--- src/odsr_pkg.sv ---
// Operation
// RULE1 - With step select 0, fine delay is about 254ps per code step: 0, 254, 507, 763ps.
// RULE2 - With step select 1, fine delay step becomes half a VCO period, four steps.
// RULE3 - Analog delay adds code times 30ps on top of fine delay, resets to 000.
// RULE4 - Oscillator output powered when power-down bit is 0, off when 1; resets 0.
// RULE5 - Oscillator format bit: 0 selects LVDS 350mV, 1 selects LVPECL 700mV; resets 0.
// RULE6 - Each 4-bit pin function field picks the pin role; other codes are reserved. Codes 7 and f act only in pin 0's field and also set pin 1's role.
// RULE7 - Polarity bit 1 inverts all status driven on the pins; 0 keeps normal.
// RULE8 - Enable 0 masks a condition; enable 1 lets it drive interrupt pins.
// RULE9 - Latched bit reads 0 after a loss event; writing 1 clears it and its interrupt.
// RULE10 - Live bits show current conditions on every read; writes are ignored.
package odsr_pkg;

  // Register offsets
  localparam logic [14:0] ODSR_OFS_OUT_BASE = 15'h0040; // One word per delayed output
  localparam logic [14:0] ODSR_OFS_OSC      = 15'h003f;
  localparam logic [14:0] ODSR_OFS_PIN_FUNC = 15'h0088;
  localparam logic [14:0] ODSR_OFS_PIN_POL  = 15'h0089;
  localparam logic [14:0] ODSR_OFS_INT_EN   = 15'h008c;
  localparam logic [14:0] ODSR_OFS_LATCHED  = 15'h0090;
  localparam logic [14:0] ODSR_OFS_LIVE     = 15'h0094;
  localparam logic [14:0] ODSR_OFS_REFSEL   = 15'h0096;
  localparam logic [14:0] ODSR_OFS_OSCINIT  = 15'h0097;

  // Reset values
  localparam logic [7:0] ODSR_RST_PIN_FUNC = 8'hab;
  localparam logic [7:0] ODSR_RST_LATCHED  = 8'hff;
  localparam logic [7:0] ODSR_RST_ZERO     = 8'h00;

  // Per-output word fields
  localparam int ODSR_FINE_LSB  = 0;
  localparam int ODSR_ANLG_LSB  = 2;
  localparam int ODSR_RETIME_BIT = 7;
  localparam logic [7:0] ODSR_OUT_MASK = 8'h9f;
  // Oscillator word fields
  localparam int ODSR_OSC_PD_BIT  = 0;
  localparam int ODSR_OSC_FMT_BIT = 1;
  localparam logic [7:0] ODSR_OSC_MASK = 8'h03;
  // Condition bit positions in status and enable words
  localparam int ODSR_B_HOLD = 1;
  localparam int ODSR_B_LOCK1 = 2;
  localparam int ODSR_B_LOCK0 = 3;
  localparam int ODSR_B_CLK_LO = 4;

  // Delay figures in picoseconds
  localparam int ODSR_DLY_W = 18;
  localparam logic [ODSR_DLY_W-1:0] ODSR_FINE_PS1 = 18'h000fe; // 254ps
  localparam logic [ODSR_DLY_W-1:0] ODSR_FINE_PS2 = 18'h001fb; // 507ps
  localparam logic [ODSR_DLY_W-1:0] ODSR_FINE_PS3 = 18'h002fb; // 763ps
  localparam logic [ODSR_DLY_W-1:0] ODSR_ANLG_PS  = 18'h0001e; // 30ps

  // Pin function codes
  typedef enum logic [3:0] {
    ODSR_FN_FORCE_HOLD = 4'h1,
    ODSR_FN_FORCE_CV   = 4'h2,
    ODSR_FN_IN_SELECT  = 4'h7,
    ODSR_FN_LOCK0      = 4'h8,
    ODSR_FN_LOCK1      = 4'h9,
    ODSR_FN_LOCK_BOTH  = 4'ha,
    ODSR_FN_ALARM      = 4'hb,
    ODSR_FN_HOLDOVER   = 4'hc,
    ODSR_FN_IRQ        = 4'hd,
    ODSR_FN_SEL_SHOW   = 4'hf
  } odsr_pin_fn_t;

  // Serial frame layout
  localparam logic [4:0] ODSR_HDR_BITS   = 5'h10;
  localparam logic [4:0] ODSR_FRAME_BITS = 5'h18;

endpackage : odsr_pkg

--- src/odsr_bus_if.sv ---
// Register access between serial port and register bank
interface odsr_bus_if;
  logic        wr_stb; // One-cycle write strobe
  logic [14:0] addr;   // Register offset
  logic [7:0]  wdata;  // Write data
  logic [7:0]  rdata;  // Read data for addr

  modport port (output wr_stb, output addr, output wdata, input rdata);
  modport bank (input wr_stb, input addr, input wdata, output rdata);
endinterface : odsr_bus_if

--- src/odsr_spi_port.sv ---
// Serial configuration port: R/W bit, 15-bit offset, 8 data bits, MSB first
module odsr_spi_port
  import odsr_pkg::*;
(
  input  wire logic clk_i,      // 25 MHz clock
  input  wire logic srst_i,     // Synchronous reset
  input  wire logic sclk_i,     // Serial clock pin
  input  wire logic cs_n_i,     // Chip select pin, active low
  input  wire logic sdi_i,      // Serial data in pin
  output logic      sdo_o,      // Serial data out
  output logic      sdo_oe_o,   // Serial data out enable
  odsr_bus_if.port  bus         // Register access
);

  logic [2:0]  s1_q, s2_q, s3_q; // {cs_n, sclk, sdi} sync stages
  logic [4:0]  cnt_q;
  logic [15:0] hdr_q;
  logic [7:0]  sh_q;
  logic        rd_q;
  logic        rise, fall, active;

  ////////////////////////////////////////////////////////////////////////////
  // Pin synchroniser, third stage only for edge detect
  always_ff @(posedge clk_i) begin
    s1_q <= {cs_n_i, sclk_i, sdi_i};
    s2_q <= s1_q;
    s3_q <= s2_q;
  end

  assign active = ~s2_q[2];
  assign rise   = active & s2_q[1] & ~s3_q[1];
  assign fall   = active & ~s2_q[1] & s3_q[1];

  ////////////////////////////////////////////////////////////////////////////
  // Bit counter and header capture
  always_ff @(posedge clk_i) begin
    if (srst_i || !active) begin
      cnt_q <= 5'h00;
      hdr_q <= 16'h0000;
    end else if (rise && cnt_q != ODSR_FRAME_BITS) begin
      cnt_q <= cnt_q + 5'h01;
      if (cnt_q < ODSR_HDR_BITS) begin
        hdr_q <= {hdr_q[14:0], s2_q[0]};
      end
    end
  end

  assign bus.addr = hdr_q[14:0];
  assign rd_q     = hdr_q[15];

  // Data shift: write data in on rising edges; read data loaded after header, shifted out on falling edges
  always_ff @(posedge clk_i) begin
    if (srst_i || !active) begin
      sh_q <= 8'h00;
    end else if (cnt_q == ODSR_HDR_BITS && !rd_q && rise) begin
      sh_q <= {sh_q[6:0], s2_q[0]};
    end else if (cnt_q > ODSR_HDR_BITS && cnt_q != ODSR_FRAME_BITS && !rd_q && rise) begin
      sh_q <= {sh_q[6:0], s2_q[0]};
    end else if (rise && cnt_q == ODSR_HDR_BITS - 5'h01) begin
      sh_q <= 8'h00;
    end else if (rd_q && cnt_q == ODSR_HDR_BITS && fall) begin
      sh_q <= bus.rdata;
    end else if (rd_q && cnt_q > ODSR_HDR_BITS && fall) begin
      sh_q <= {sh_q[6:0], 1'b0};
    end
  end

  // Write strobe on the last data bit
  always_ff @(posedge clk_i) begin
    if (srst_i) begin
      bus.wr_stb <= 1'b0;
      bus.wdata  <= 8'h00;
    end else begin
      bus.wr_stb <= rise && !rd_q && cnt_q == ODSR_FRAME_BITS - 5'h01;
      bus.wdata  <= {sh_q[6:0], s2_q[0]};
    end
  end

  // Read data out while a read frame is in its data phase
  always_ff @(posedge clk_i) begin
    if (srst_i) begin
      sdo_o    <= 1'b0;
      sdo_oe_o <= 1'b0;
    end else begin
      sdo_oe_o <= active && rd_q && cnt_q >= ODSR_HDR_BITS && cnt_q != ODSR_FRAME_BITS;
      sdo_o    <= sh_q[7];
    end
  end

endmodule : odsr_spi_port

--- src/odsr_top.sv ---
// Output delay and status register bank
module odsr_top
  import odsr_pkg::*;
#(
  parameter int NUM_OUT = 14 // Outputs with delay fields
) (
  input  wire logic                    clk_i,       // 25 MHz clock
  input  wire logic                    srst_i,      // Synchronous reset
  input  wire logic                    sclk_i,      // Serial clock pin
  input  wire logic                    cs_n_i,      // Chip select, active low
  input  wire logic                    sdi_i,       // Serial data in
  output logic                         sdo_o,       // Serial data out
  output logic                         sdo_oe_o,    // Serial data out enable
  input  wire logic [15:0]             vco_half_ps_i, // Half VCO period, ps
  output logic [NUM_OUT*ODSR_DLY_W-1:0] delay_ps_o,  // Total delay per output, ps
  output logic                         osc_out_en_o,  // Oscillator output powered
  output logic                         osc_out_fmt_o, // 0 LVDS 350mV, 1 LVPECL 700mV
  input  wire logic [7:0]              cond_i,      // Live conditions, status layout
  input  wire logic [4:0]              refsel_i,    // {fcv0, ri, ref[1:0], initref}
  input  wire logic [1:0]              gpio_i,      // Pin inputs
  output logic [1:0]                   gpio_o,      // Pin outputs
  output logic [1:0]                   gpio_oe_o,   // Pin output enables
  output logic                         force_hold_o, // Force holdover request
  output logic                         force_cv_o,   // Force control voltage request
  output logic                         pin_sel_en_o, // Input chosen by pins
  output logic [1:0]                   pin_sel_o     // Input chosen by pins
);

  // Refuse counts whose words would run into the control offsets
  if (NUM_OUT < 1 || NUM_OUT > 64) begin : g_bad_num
    $error("NUM_OUT out of range");
  end

  odsr_bus_if bus ();

  logic [7:0]  out_q [NUM_OUT];
  logic [7:0]  osc_q, func_q, pol_q, en_q, lat_q;
  logic [12:0] st1_q, st2_q;
  logic [1:0]  gp1_q, gp2_q;
  logic [7:0]  live, bad, rdata;
  logic        irq;

  ////////////////////////////////////////////////////////////////////////////
  // Serial port
  odsr_spi_port u_port (
    .clk_i    (clk_i),
    .srst_i   (srst_i),
    .sclk_i   (sclk_i),
    .cs_n_i   (cs_n_i),
    .sdi_i    (sdi_i),
    .sdo_o    (sdo_o),
    .sdo_oe_o (sdo_oe_o),
    .bus      (bus.port)
  );

  ////////////////////////////////////////////////////////////////////////////
  // Status and pin synchronisers
  always_ff @(posedge clk_i) begin
    st1_q <= {cond_i, refsel_i};
    st2_q <= st1_q;
    gp1_q <= gpio_i;
    gp2_q <= gp1_q;
  end

  assign live = st2_q[12:5]; // RULE10

  // Per-output delay words
  for (genvar y = 0; y < NUM_OUT; y++) begin : g_out
    logic [ODSR_DLY_W-1:0] fine_ps;
    logic [ODSR_DLY_W-1:0] anlg_ps;
    logic [1:0]            fine;
    logic [2:0]            anlg;

    always_ff @(posedge clk_i) begin
      if (srst_i) begin
        out_q[y] <= ODSR_RST_ZERO; // RULE1 RULE3
      end else if (bus.wr_stb && bus.addr == ODSR_OFS_OUT_BASE + 15'(y)) begin
        out_q[y] <= bus.wdata & ODSR_OUT_MASK;
      end
    end

    assign fine = out_q[y][ODSR_FINE_LSB +: 2];
    assign anlg = out_q[y][ODSR_ANLG_LSB +: 3];

    // Fine step: fixed table, or half VCO period per step
    always_comb begin
      if (out_q[y][ODSR_RETIME_BIT]) begin
        fine_ps = ODSR_DLY_W'(vco_half_ps_i) * ODSR_DLY_W'(fine); // RULE2
      end else begin
        unique case (fine) // RULE1
          2'h0: fine_ps = '0;
          2'h1: fine_ps = ODSR_FINE_PS1;
          2'h2: fine_ps = ODSR_FINE_PS2;
          2'h3: fine_ps = ODSR_FINE_PS3;
        endcase
      end
      anlg_ps = ODSR_ANLG_PS * ODSR_DLY_W'(anlg); // RULE3
    end

    always_ff @(posedge clk_i) begin
      if (srst_i) begin
        delay_ps_o[y*ODSR_DLY_W +: ODSR_DLY_W] <= '0;
      end else begin
        delay_ps_o[y*ODSR_DLY_W +: ODSR_DLY_W] <= fine_ps + anlg_ps; // RULE3
      end
    end
  end

  ////////////////////////////////////////////////////////////////////////////
  // Control registers
  always_ff @(posedge clk_i) begin
    if (srst_i) begin
      osc_q  <= ODSR_RST_ZERO; // RULE4 RULE5
      func_q <= ODSR_RST_PIN_FUNC;
      pol_q  <= ODSR_RST_ZERO;
      en_q   <= ODSR_RST_ZERO;
    end else if (bus.wr_stb) begin
      if (bus.addr == ODSR_OFS_OSC)      osc_q  <= bus.wdata & ODSR_OSC_MASK;
      if (bus.addr == ODSR_OFS_PIN_FUNC) func_q <= bus.wdata; // RULE6
      if (bus.addr == ODSR_OFS_PIN_POL)  pol_q  <= {7'h00, bus.wdata[0]}; // RULE7
      if (bus.addr == ODSR_OFS_INT_EN)   en_q   <= bus.wdata; // RULE8
    end
  end

  // Oscillator output controls
  always_ff @(posedge clk_i) begin
    if (srst_i) begin
      osc_out_en_o  <= 1'b1;
      osc_out_fmt_o <= 1'b0;
    end else begin
      osc_out_en_o  <= ~osc_q[ODSR_OSC_PD_BIT]; // RULE4
      osc_out_fmt_o <= osc_q[ODSR_OSC_FMT_BIT]; // RULE5
    end
  end

  ////////////////////////////////////////////////////////////////////////////
  // Loss events: holdover bit is bad when high, the rest when low
  assign bad = ~live ^ (8'h01 << ODSR_B_HOLD);

  // Latched status, event wins over a same-cycle clear
  always_ff @(posedge clk_i) begin
    if (srst_i) begin
      lat_q <= ODSR_RST_LATCHED;
    end else if (bus.wr_stb && bus.addr == ODSR_OFS_LATCHED) begin
      lat_q <= (lat_q | bus.wdata) & ~bad; // RULE9
    end else begin
      lat_q <= lat_q & ~bad; // RULE9
    end
  end

  assign irq = |(en_q & ~lat_q); // RULE8 RULE9

  // Read mux
  always_comb begin
    rdata = 8'h00;
    for (int y = 0; y < NUM_OUT; y++) begin
      if (bus.addr == ODSR_OFS_OUT_BASE + 15'(y)) rdata = out_q[y];
    end
    unique case (bus.addr)
      ODSR_OFS_OSC:      rdata = osc_q;
      ODSR_OFS_PIN_FUNC: rdata = func_q;
      ODSR_OFS_PIN_POL:  rdata = pol_q;
      ODSR_OFS_INT_EN:   rdata = en_q;
      ODSR_OFS_LATCHED:  rdata = lat_q;
      ODSR_OFS_LIVE:     rdata = live; // RULE10
      ODSR_OFS_REFSEL:   rdata = {st2_q[4], 1'b0, st2_q[3:1], 3'h0}; // RULE10
      ODSR_OFS_OSCINIT:  rdata = {5'h00, st2_q[0], 2'h0}; // RULE10
      default: ;
    endcase
  end
  assign bus.rdata = rdata;

  ////////////////////////////////////////////////////////////////////////////
  // Pin roles
  for (genvar p = 0; p < 2; p++) begin : g_pin
    logic [3:0] fn;
    logic       val;
    logic       drv;
    assign fn = func_q[p*4 +: 4];

    always_comb begin
      drv = 1'b1;
      val = 1'b0;
      unique case (fn) // RULE6
        ODSR_FN_LOCK0:     val = live[ODSR_B_LOCK0];
        ODSR_FN_LOCK1:     val = live[ODSR_B_LOCK1];
        ODSR_FN_LOCK_BOTH: val = live[ODSR_B_LOCK0] & live[ODSR_B_LOCK1];
        ODSR_FN_ALARM:     val = ~&live[ODSR_B_CLK_LO +: 4];
        ODSR_FN_HOLDOVER:  val = live[ODSR_B_HOLD];
        ODSR_FN_IRQ:       val = irq; // RULE8
        ODSR_FN_SEL_SHOW:  begin
          val = st2_q[1 + p];
          drv = (p == 0);
        end
        default:           drv = 1'b0;
      endcase
      if (p == 1 && func_q[3:0] == ODSR_FN_SEL_SHOW) begin
        val = st2_q[2];
        drv = 1'b1;
      end else if (p == 1 && func_q[3:0] == ODSR_FN_IN_SELECT) begin
        drv = 1'b0; // RULE6
      end
    end

    always_ff @(posedge clk_i) begin
      if (srst_i) begin
        gpio_o[p]    <= 1'b0;
        gpio_oe_o[p] <= 1'b0;
      end else begin
        gpio_o[p]    <= val ^ pol_q[0]; // RULE7
        gpio_oe_o[p] <= drv;
      end
    end
  end

  // Pin-driven requests
  always_ff @(posedge clk_i) begin
    if (srst_i) begin
      force_hold_o <= 1'b0;
      force_cv_o   <= 1'b0;
      pin_sel_en_o <= 1'b0;
      pin_sel_o    <= 2'h0;
    end else begin
      force_hold_o <= (func_q[3:0] == ODSR_FN_FORCE_HOLD && gp2_q[0])
                    | (func_q[7:4] == ODSR_FN_FORCE_HOLD && gp2_q[1]); // RULE6
      force_cv_o   <= (func_q[3:0] == ODSR_FN_FORCE_CV && gp2_q[0])
                    | (func_q[7:4] == ODSR_FN_FORCE_CV && gp2_q[1]);
      pin_sel_en_o <= func_q[3:0] == ODSR_FN_IN_SELECT;
      pin_sel_o    <= gp2_q;
    end
  end

endmodule : odsr_top

--- config.mk ---
export PLATFORM = sky130hd
export DESIGN_NAME = odsr_top
export DESIGN_NICKNAME = d
export VERILOG_FILES = /design/src/odsr_pkg.sv /design/src/odsr_bus_if.sv /design/src/odsr_spi_port.sv /design/src/odsr_top.sv
export SDC_FILE = /design/constraint.sdc
export NUM_CORES = 2
export LEC_CHECK = 0
export BUFFER_PORTS_ARGS = -buffer_cell sky130_fd_sc_hd__buf_4
export CAP_MARGIN = 40
export CORE_MARGIN = 2
export CORE_UTILIZATION = 62
export DETAILED_ROUTE_END_ITERATION = 16
export PLACE_DENSITY = 0.82
export SLEW_MARGIN = 20
export SYNTH_ARGS = -nofsm -noshare
export SYNTH_HDL_FRONTEND = slang
export SYNTH_SLANG_ARGS = --single-unit
--- constraint.sdc ---
create_clock -name clk_i -period 5.4 [get_ports clk_i]
set_input_delay 0.81 -clock clk_i [delete_from_list [all_inputs] [get_ports clk_i]]
set_output_delay 0.81 -clock clk_i [all_outputs]
set_load 0.01 [all_outputs]
Yosys cells after proc, flatten, opt, wreduce, memory -nomap -nowiden

Memory sizes are Yosys's and may differ from the RTL's.
Cells that the tools add are included.

Register bits after elaboration: 368
Memories: 1
RAM bits: 84
Input bits: 36

Reductions and logical operators: 62
Muxes and demuxes: 114
Multiply operators: 28
Bitwise logic cells: 35
$add $sub $neg: 15
Order comparisons: 3
Eq/ne operators: 87

Memory list:

| memory | depth | width | read ports | clocked after memory_dff | wr ports | RTL line       | text |
|---|---|---|---|---|---|---|---|
| out_q  | 14    | 6     | 14         | 0                        | 14       | odsr_top.sv:36 | `logic [7:0] out_q [NUM_OUT];` |

Operator list:

| operator              | number |
|---|---|
| $pmux W18 S4          | 14 |
| $add A18 B8 Y18       | 14 |
| $mul A16 B2 Y18       | 14 |
| $mux W18              | 14 |
| $eq A15 B7 Y1 const B | 14 |
| $mux W8               | 20 |
| $eq A15 B8 Y1 const B | 7 |
| $mul A4 B3 Y7 const A | 14 |
| $mux W6               | 14 |
| $pmux W8 S8           | 1 |
| $eq A2 B2 Y1 const B  | 28 |
| $eq A4 B4 Y1 const B  | 14 |
| $mux W1               | 49 |
| $logic_and A1 B1 Y1   | 35 |
| $eq A2 B1 Y1 const B  | 14 |
| $logic_not A2 Y1      | 14 |
| $and A8 B8 Y8         | 3 |
| $not A8 Y8            | 3 |
| $or A1 B1 Y1          | 16 |
| $eq A15 B6 Y1 const B | 1 |
| $pmux W1 S7           | 2 |
| $eq A5 B5 Y1 const B  | 2 |
| $reduce_and A2 Y1     | 5 |
| $eq A4 B1 Y1 const B  | 2 |
| 19 further kinds      | 30 |

Longest topological paths before layout

Word-level depth: 20
Mapped depth: 19
Depth with buffers taken out: 17

Cells and area by module

Synthesis repeated with hierarchy kept, for this count alone.

Cell total of the unflattened synthesis: 4688
Area total of the unflattened synthesis: 38167.9 um^2

By module, submodules not included:

| module        | cells each | instances | area an instance (um^2) | seq. area each (um^2) |
|---|---|---|---|---|
| odsr_top      | 4482       | 1         | 36328.6                 | 8928.6 |
| odsr_spi_port | 206        | 1         | 1839.3                  | 940.9 |

Worst setup path after synthesis

No wires, ideal clock.

Kind: input -> register
Start: input vco_half_ps_i[0]
End: register delay_ps_o[105]
Path slack: 0.773 ns
Required time: 5.340 ns
Setup time: 0.060 ns
Stages on the path: 16
Arrival time: 4.568 ns
Path through: clkbuf_1 clkbuf_1 and2_1 ha_1 fa_1 a21oi_1 nor2b_1 or3_1 a31o_2 ha_1 a21boi_0 o21ai_0 a21boi_0 o21ai_0 or4b_2 nand2_1

Longest elaborated chain between the ends: 3

RTL lines:

| what                          | RTL line        | text |
|---|---|---|
| start, declared               | odsr_top.sv:14  | `input wire logic [15:0] vco_half_ps_i,` |
| $mul A16 B2 Y18               | odsr_top.sv:88  | `fine_ps = ODSR_DLY_W'(vco_half_ps_i) * ODSR_DLY_W'(fine);` |
| $mux W18                      | odsr_top.sv:87  | `if (out_q[y][ODSR_RETIME_BIT]) begin` |
| $add A18 B8 Y18               | odsr_top.sv:104 | `delay_ps_o[y*ODSR_DLY_W +: ODSR_DLY_W] <= fine_ps + anlg_ps;` |
| end signal, assigned by index | odsr_top.sv:104 |  |
| end, declared                 | odsr_top.sv:15  | `output logic [NUM_OUT*ODSR_DLY_W-1:0] delay_ps_o,` |

Every way passes these cells.
A chain may end at the register's enable or synchronous reset.

==> results.py <==
metrics = {
    "run_status": {
        "status": "complete, no violations",
    },
    "clocking": {
        "cts_made_buffers": 48,
        "hold_buffers": 0,
        "clkTransAtPathRegs_ns": 0.06,
        "insertion_delay_ns": 0.65,
        "cts.path.max_buffers": 3,
        "cts_tree": "done",
        "cts-root-buf": "clkbuf_16",
        "cts_resized": 0,
        "ctsHtreeMaxLevel": 2,
        "post_cts_buffers": 0,
        "clock-sinks": 451,
    },
    "synth": {
        "async_flop_share_pct": 0,
        "ys_seq_area_share_pct": 25.4,
        "synth-edff-count": 84,
        "syn_area_um2": 38900,
        "synth_top_cell_by_area": "dfxtp_1",
        "synth_top_area_share_pct": 18.9,
        "ys_warn_count": 0,
        "synthTopCellsByArea": "dfxtp_1, ha_1, and2_1",
        "synth_seq_cells": 451,
        "synthFlopType": "dfxtp_1",
        "syn_nets": 5305,
        "synthCells": 4804,
        "synth_cell_types": 108,
        "avgSynthCellArea_um2": 8.09,
    },
    "sta": {
        "fin_crit_ns": 4.56,
        "slew_headroom_pct": 42.7,
        "skew_ns": 0.0405,
        "hold_violations": 0,
        "tightest_slew_ns": 0.851,
        "drv_slew": 0,
        "rsz0062_at_grt": "false",
        "min_period_over_period_pct": 84.4,
        "setup_violations": 0,
        "clock.fmax_mhz": 219,
        "setup_ws_ns": 0.840,
        "tns_ns": 0,
    },
    "placement": {
        "dp_cells": 5765,
        "gp_congestion": 0.979,
        "post-place-ws_ns": 0.518,
        "portBuffers": 300,
        "dp_hpwl_mm": 81.6,
    },
    "critical_path": {
        "path_cells": "and2_1 -> ha_1 -> fa_1 -> a211oi_1 -> o21bai_1 -> a21oi_1 -> xor2_1 -> a21oi_1 -> ha_1 -> nand2_1 -> o21ai_0 -> nand4b_4 -> or4_1 -> a21oi_1",
        "cp_slowest_stage_delay_ns": 0.70,
        "cp_top_family": "compound AO/OA/AOI/OAI gates",
        "ff2ff_setup_slack_ns": 0.84,
        "crit_cells": 14,
        "r2r_start": "out_q[1][19]$_SDFFCE_PN0P_",
        "reg2reg_depth": 14,
        "cp-end-kind": "register",
        "path_common_cell": "a21oi_1",
        "cp.buffers_inverters": 0,
        "required_ns": 5.94,
        "crit_type": "register to register",
        "cp_max_fo": 25,
        "start_kind": "register",
        "crit_arrival_ns": 5.10,
        "reg2reg_to": "delay_ps_o[214]$_SDFF_PP0_",
        "slowest_stage": "edfxtp_1",
    },
    "detailed_routing": {
        "drcViolationCount": 0,
        "wl_per_cell_um": 19.1,
        "firstDrtPassIters": 7,
        "routed_via_density": 6.21,
        "first_iter_violations": 3427,
        "via_count": 36390,
        "wirelength_mm": 112,
        "postRouteAntennaNets": 0,
    },
    "floorplanning": {
        "die_w_um": 254,
        "dieArea_um2": 64700,
        "die_h_um": 254,
        "rows": 91,
        "start_util_pct": 62.9,
        "core-area_um2": 61800,
        "num_io_pins": 301,
    },
    "final_layout": {
        "instances_no_fill": 5862,
        "fin_nets": 5486,
        "syn_to_final_growth_pct": 11.7,
        "utilization_pct": 70.2,
        "drive_gt1_share_pct": 10.5,
    },
    "worst_hold_path": {
        "min_to": "u_port.s1_q[1]$_DFF_P_",
        "hold_start": "sclk_i",
        "whs_path_depth": 1,
        "hold_path_class": "input pin to register",
    },
    "job": {
        "maxCapViolCount": 0,
    },
    "grt": {
        "grt_pass1_vias": 33656,
        "grt_overflow": 0,
        "grt_max_degree": 87,
        "grt_usage_pct": 33.7,
        "grt_pass1_wl_mm": 176,
        "grt_antenna_before_repair": 4,
    },
    "power": {
        "powerDensity_nw_per_um2": 220,
        "p_leak_uw": 0.0191,
        "peakVddDrop_uv": 280,
    },
}
==> power by group <==
group	leakage [uW]	internal, uW	switching, uW
combinational	0.0144	960	1310
clock	0.000821	1970	1530
sequential	0.00388	3630	148
==> synth_stat cells, types with 119 or more instances <==
cell type,count
inv_1,220
nor2_1,403
o21ai_0,253
nor3_1,166
nand2_1,344
xnor2_1,159
and2_1,461
a21o_1,119
dfxtp_1,367
clkbuf_1,182
nand3_1,119
ha_1,395
a21oi_1,301
==> final cells by class <==
| type | instances | area (um^2) |
|---|---|---|
| timing repair buffer | 338 | 2590 |
| antenna | 1 | 2.50 |
| sequential | 451 | 9870 |
| fill | 4946 | 18400 |
| inverter | 220 | 826 |
| clock buffer | 61 | 1320 |
| tap | 837 | 1050 |
| clock inverter | 28 | 360 |
| multi-input combinational | 3926 | 27400 |
==> through the flow <==
stage               hold WS [ns]  power (uW)  instance area [um^2]
floorplan                  0.310        5300                 38900
global placement           0.310        6010                 41600
detailed placement         0.312        6060                 41700
CTS                        0.254        9550                 43300
global route               0.255        9950                 43400
finish                     0.274        9540                 43400
==> state kept, by name (all words and copies together) (netlist names), 5 cells and up <==
name	cells
delay_ps_o	252
out_q	84
u_port.hdr_q	16
st1_q	13
st2_q	13
en_q	8
func_q	8
lat_q	8
u_port.bus.wdata	8
u_port.sh_q	8
u_port.cnt_q	5
==> routing by layer <==
metal | GRT usage [%] | part of all wire (%) | wire (um)
met1 | 44.0 | 42 | 47100
met2 | 55.2 | 46 | 51200
met3 | 4.81 | 7.6 | 8520
met4 | 15.4 | 4.7 | 5320
met5 | 0 | 0.012 | 14
==> cell families after synthesis <==
family	synth area share [%]
AO/OA/AOI/OAI	20.7
XOR/XNOR	5.56
adder cells (fa/ha/maj)	16.3
buffers and inverters	4.17
flip-flops	25.4
multiplexers	1.46
AND/OR/NAND/NOR	26.4
==> placed cells by master (no fill, tap or decap), types with 66 or more instances in the layout <==
master,netlist,final
and2_1,461,461
nor2_1,403,403
ha_1,395,395
dfxtp_1,367,367
nand2_1,344,344
buf_4,0,327
a21oi_1,301,301
o21ai_0,253,253
inv_1,220,220
nor3_1,166,166
xnor2_1,159,159
a21o_1,119,119
nand3_1,119,119
nor2b_1,99,98
xor2_1,88,88
edfxtp_1,84,84
nand2b_1,71,71
fa_1,70,70
o21a_1,67,67
a211oi_1,66,66
==> how the worst max path moves through the flow <==
| stage | to | start | slack (ns) |
|---|---|---|---|
| final | delay_ps_o[214]$_SDFF_PP0_ | out_q[1][19]$_SDFFCE_PN0P_ | 0.84 |
| after global routing | delay_ps_o[214]$_SDFF_PP0_ | out_q[1][19]$_SDFFCE_PN0P_ | 0.56 |
| after CTS | delay_ps_o[214]$_SDFF_PP0_ | out_q[1][19]$_SDFFCE_PN0P_ | 0.85 |
| after detailed placement | delay_ps_o[105]$_SDFF_PP0_ | vco_half_ps_i[1] | 0.52 |
| after global placement | delay_ps_o[105]$_SDFF_PP0_ | vco_half_ps_i[1] | 0.61 |
| after floorplan | delay_ps_o[105]$_SDFF_PP0_ | vco_half_ps_i[0] | 0.77 |
No activity file was read; power rests on OpenSTA's default activity.
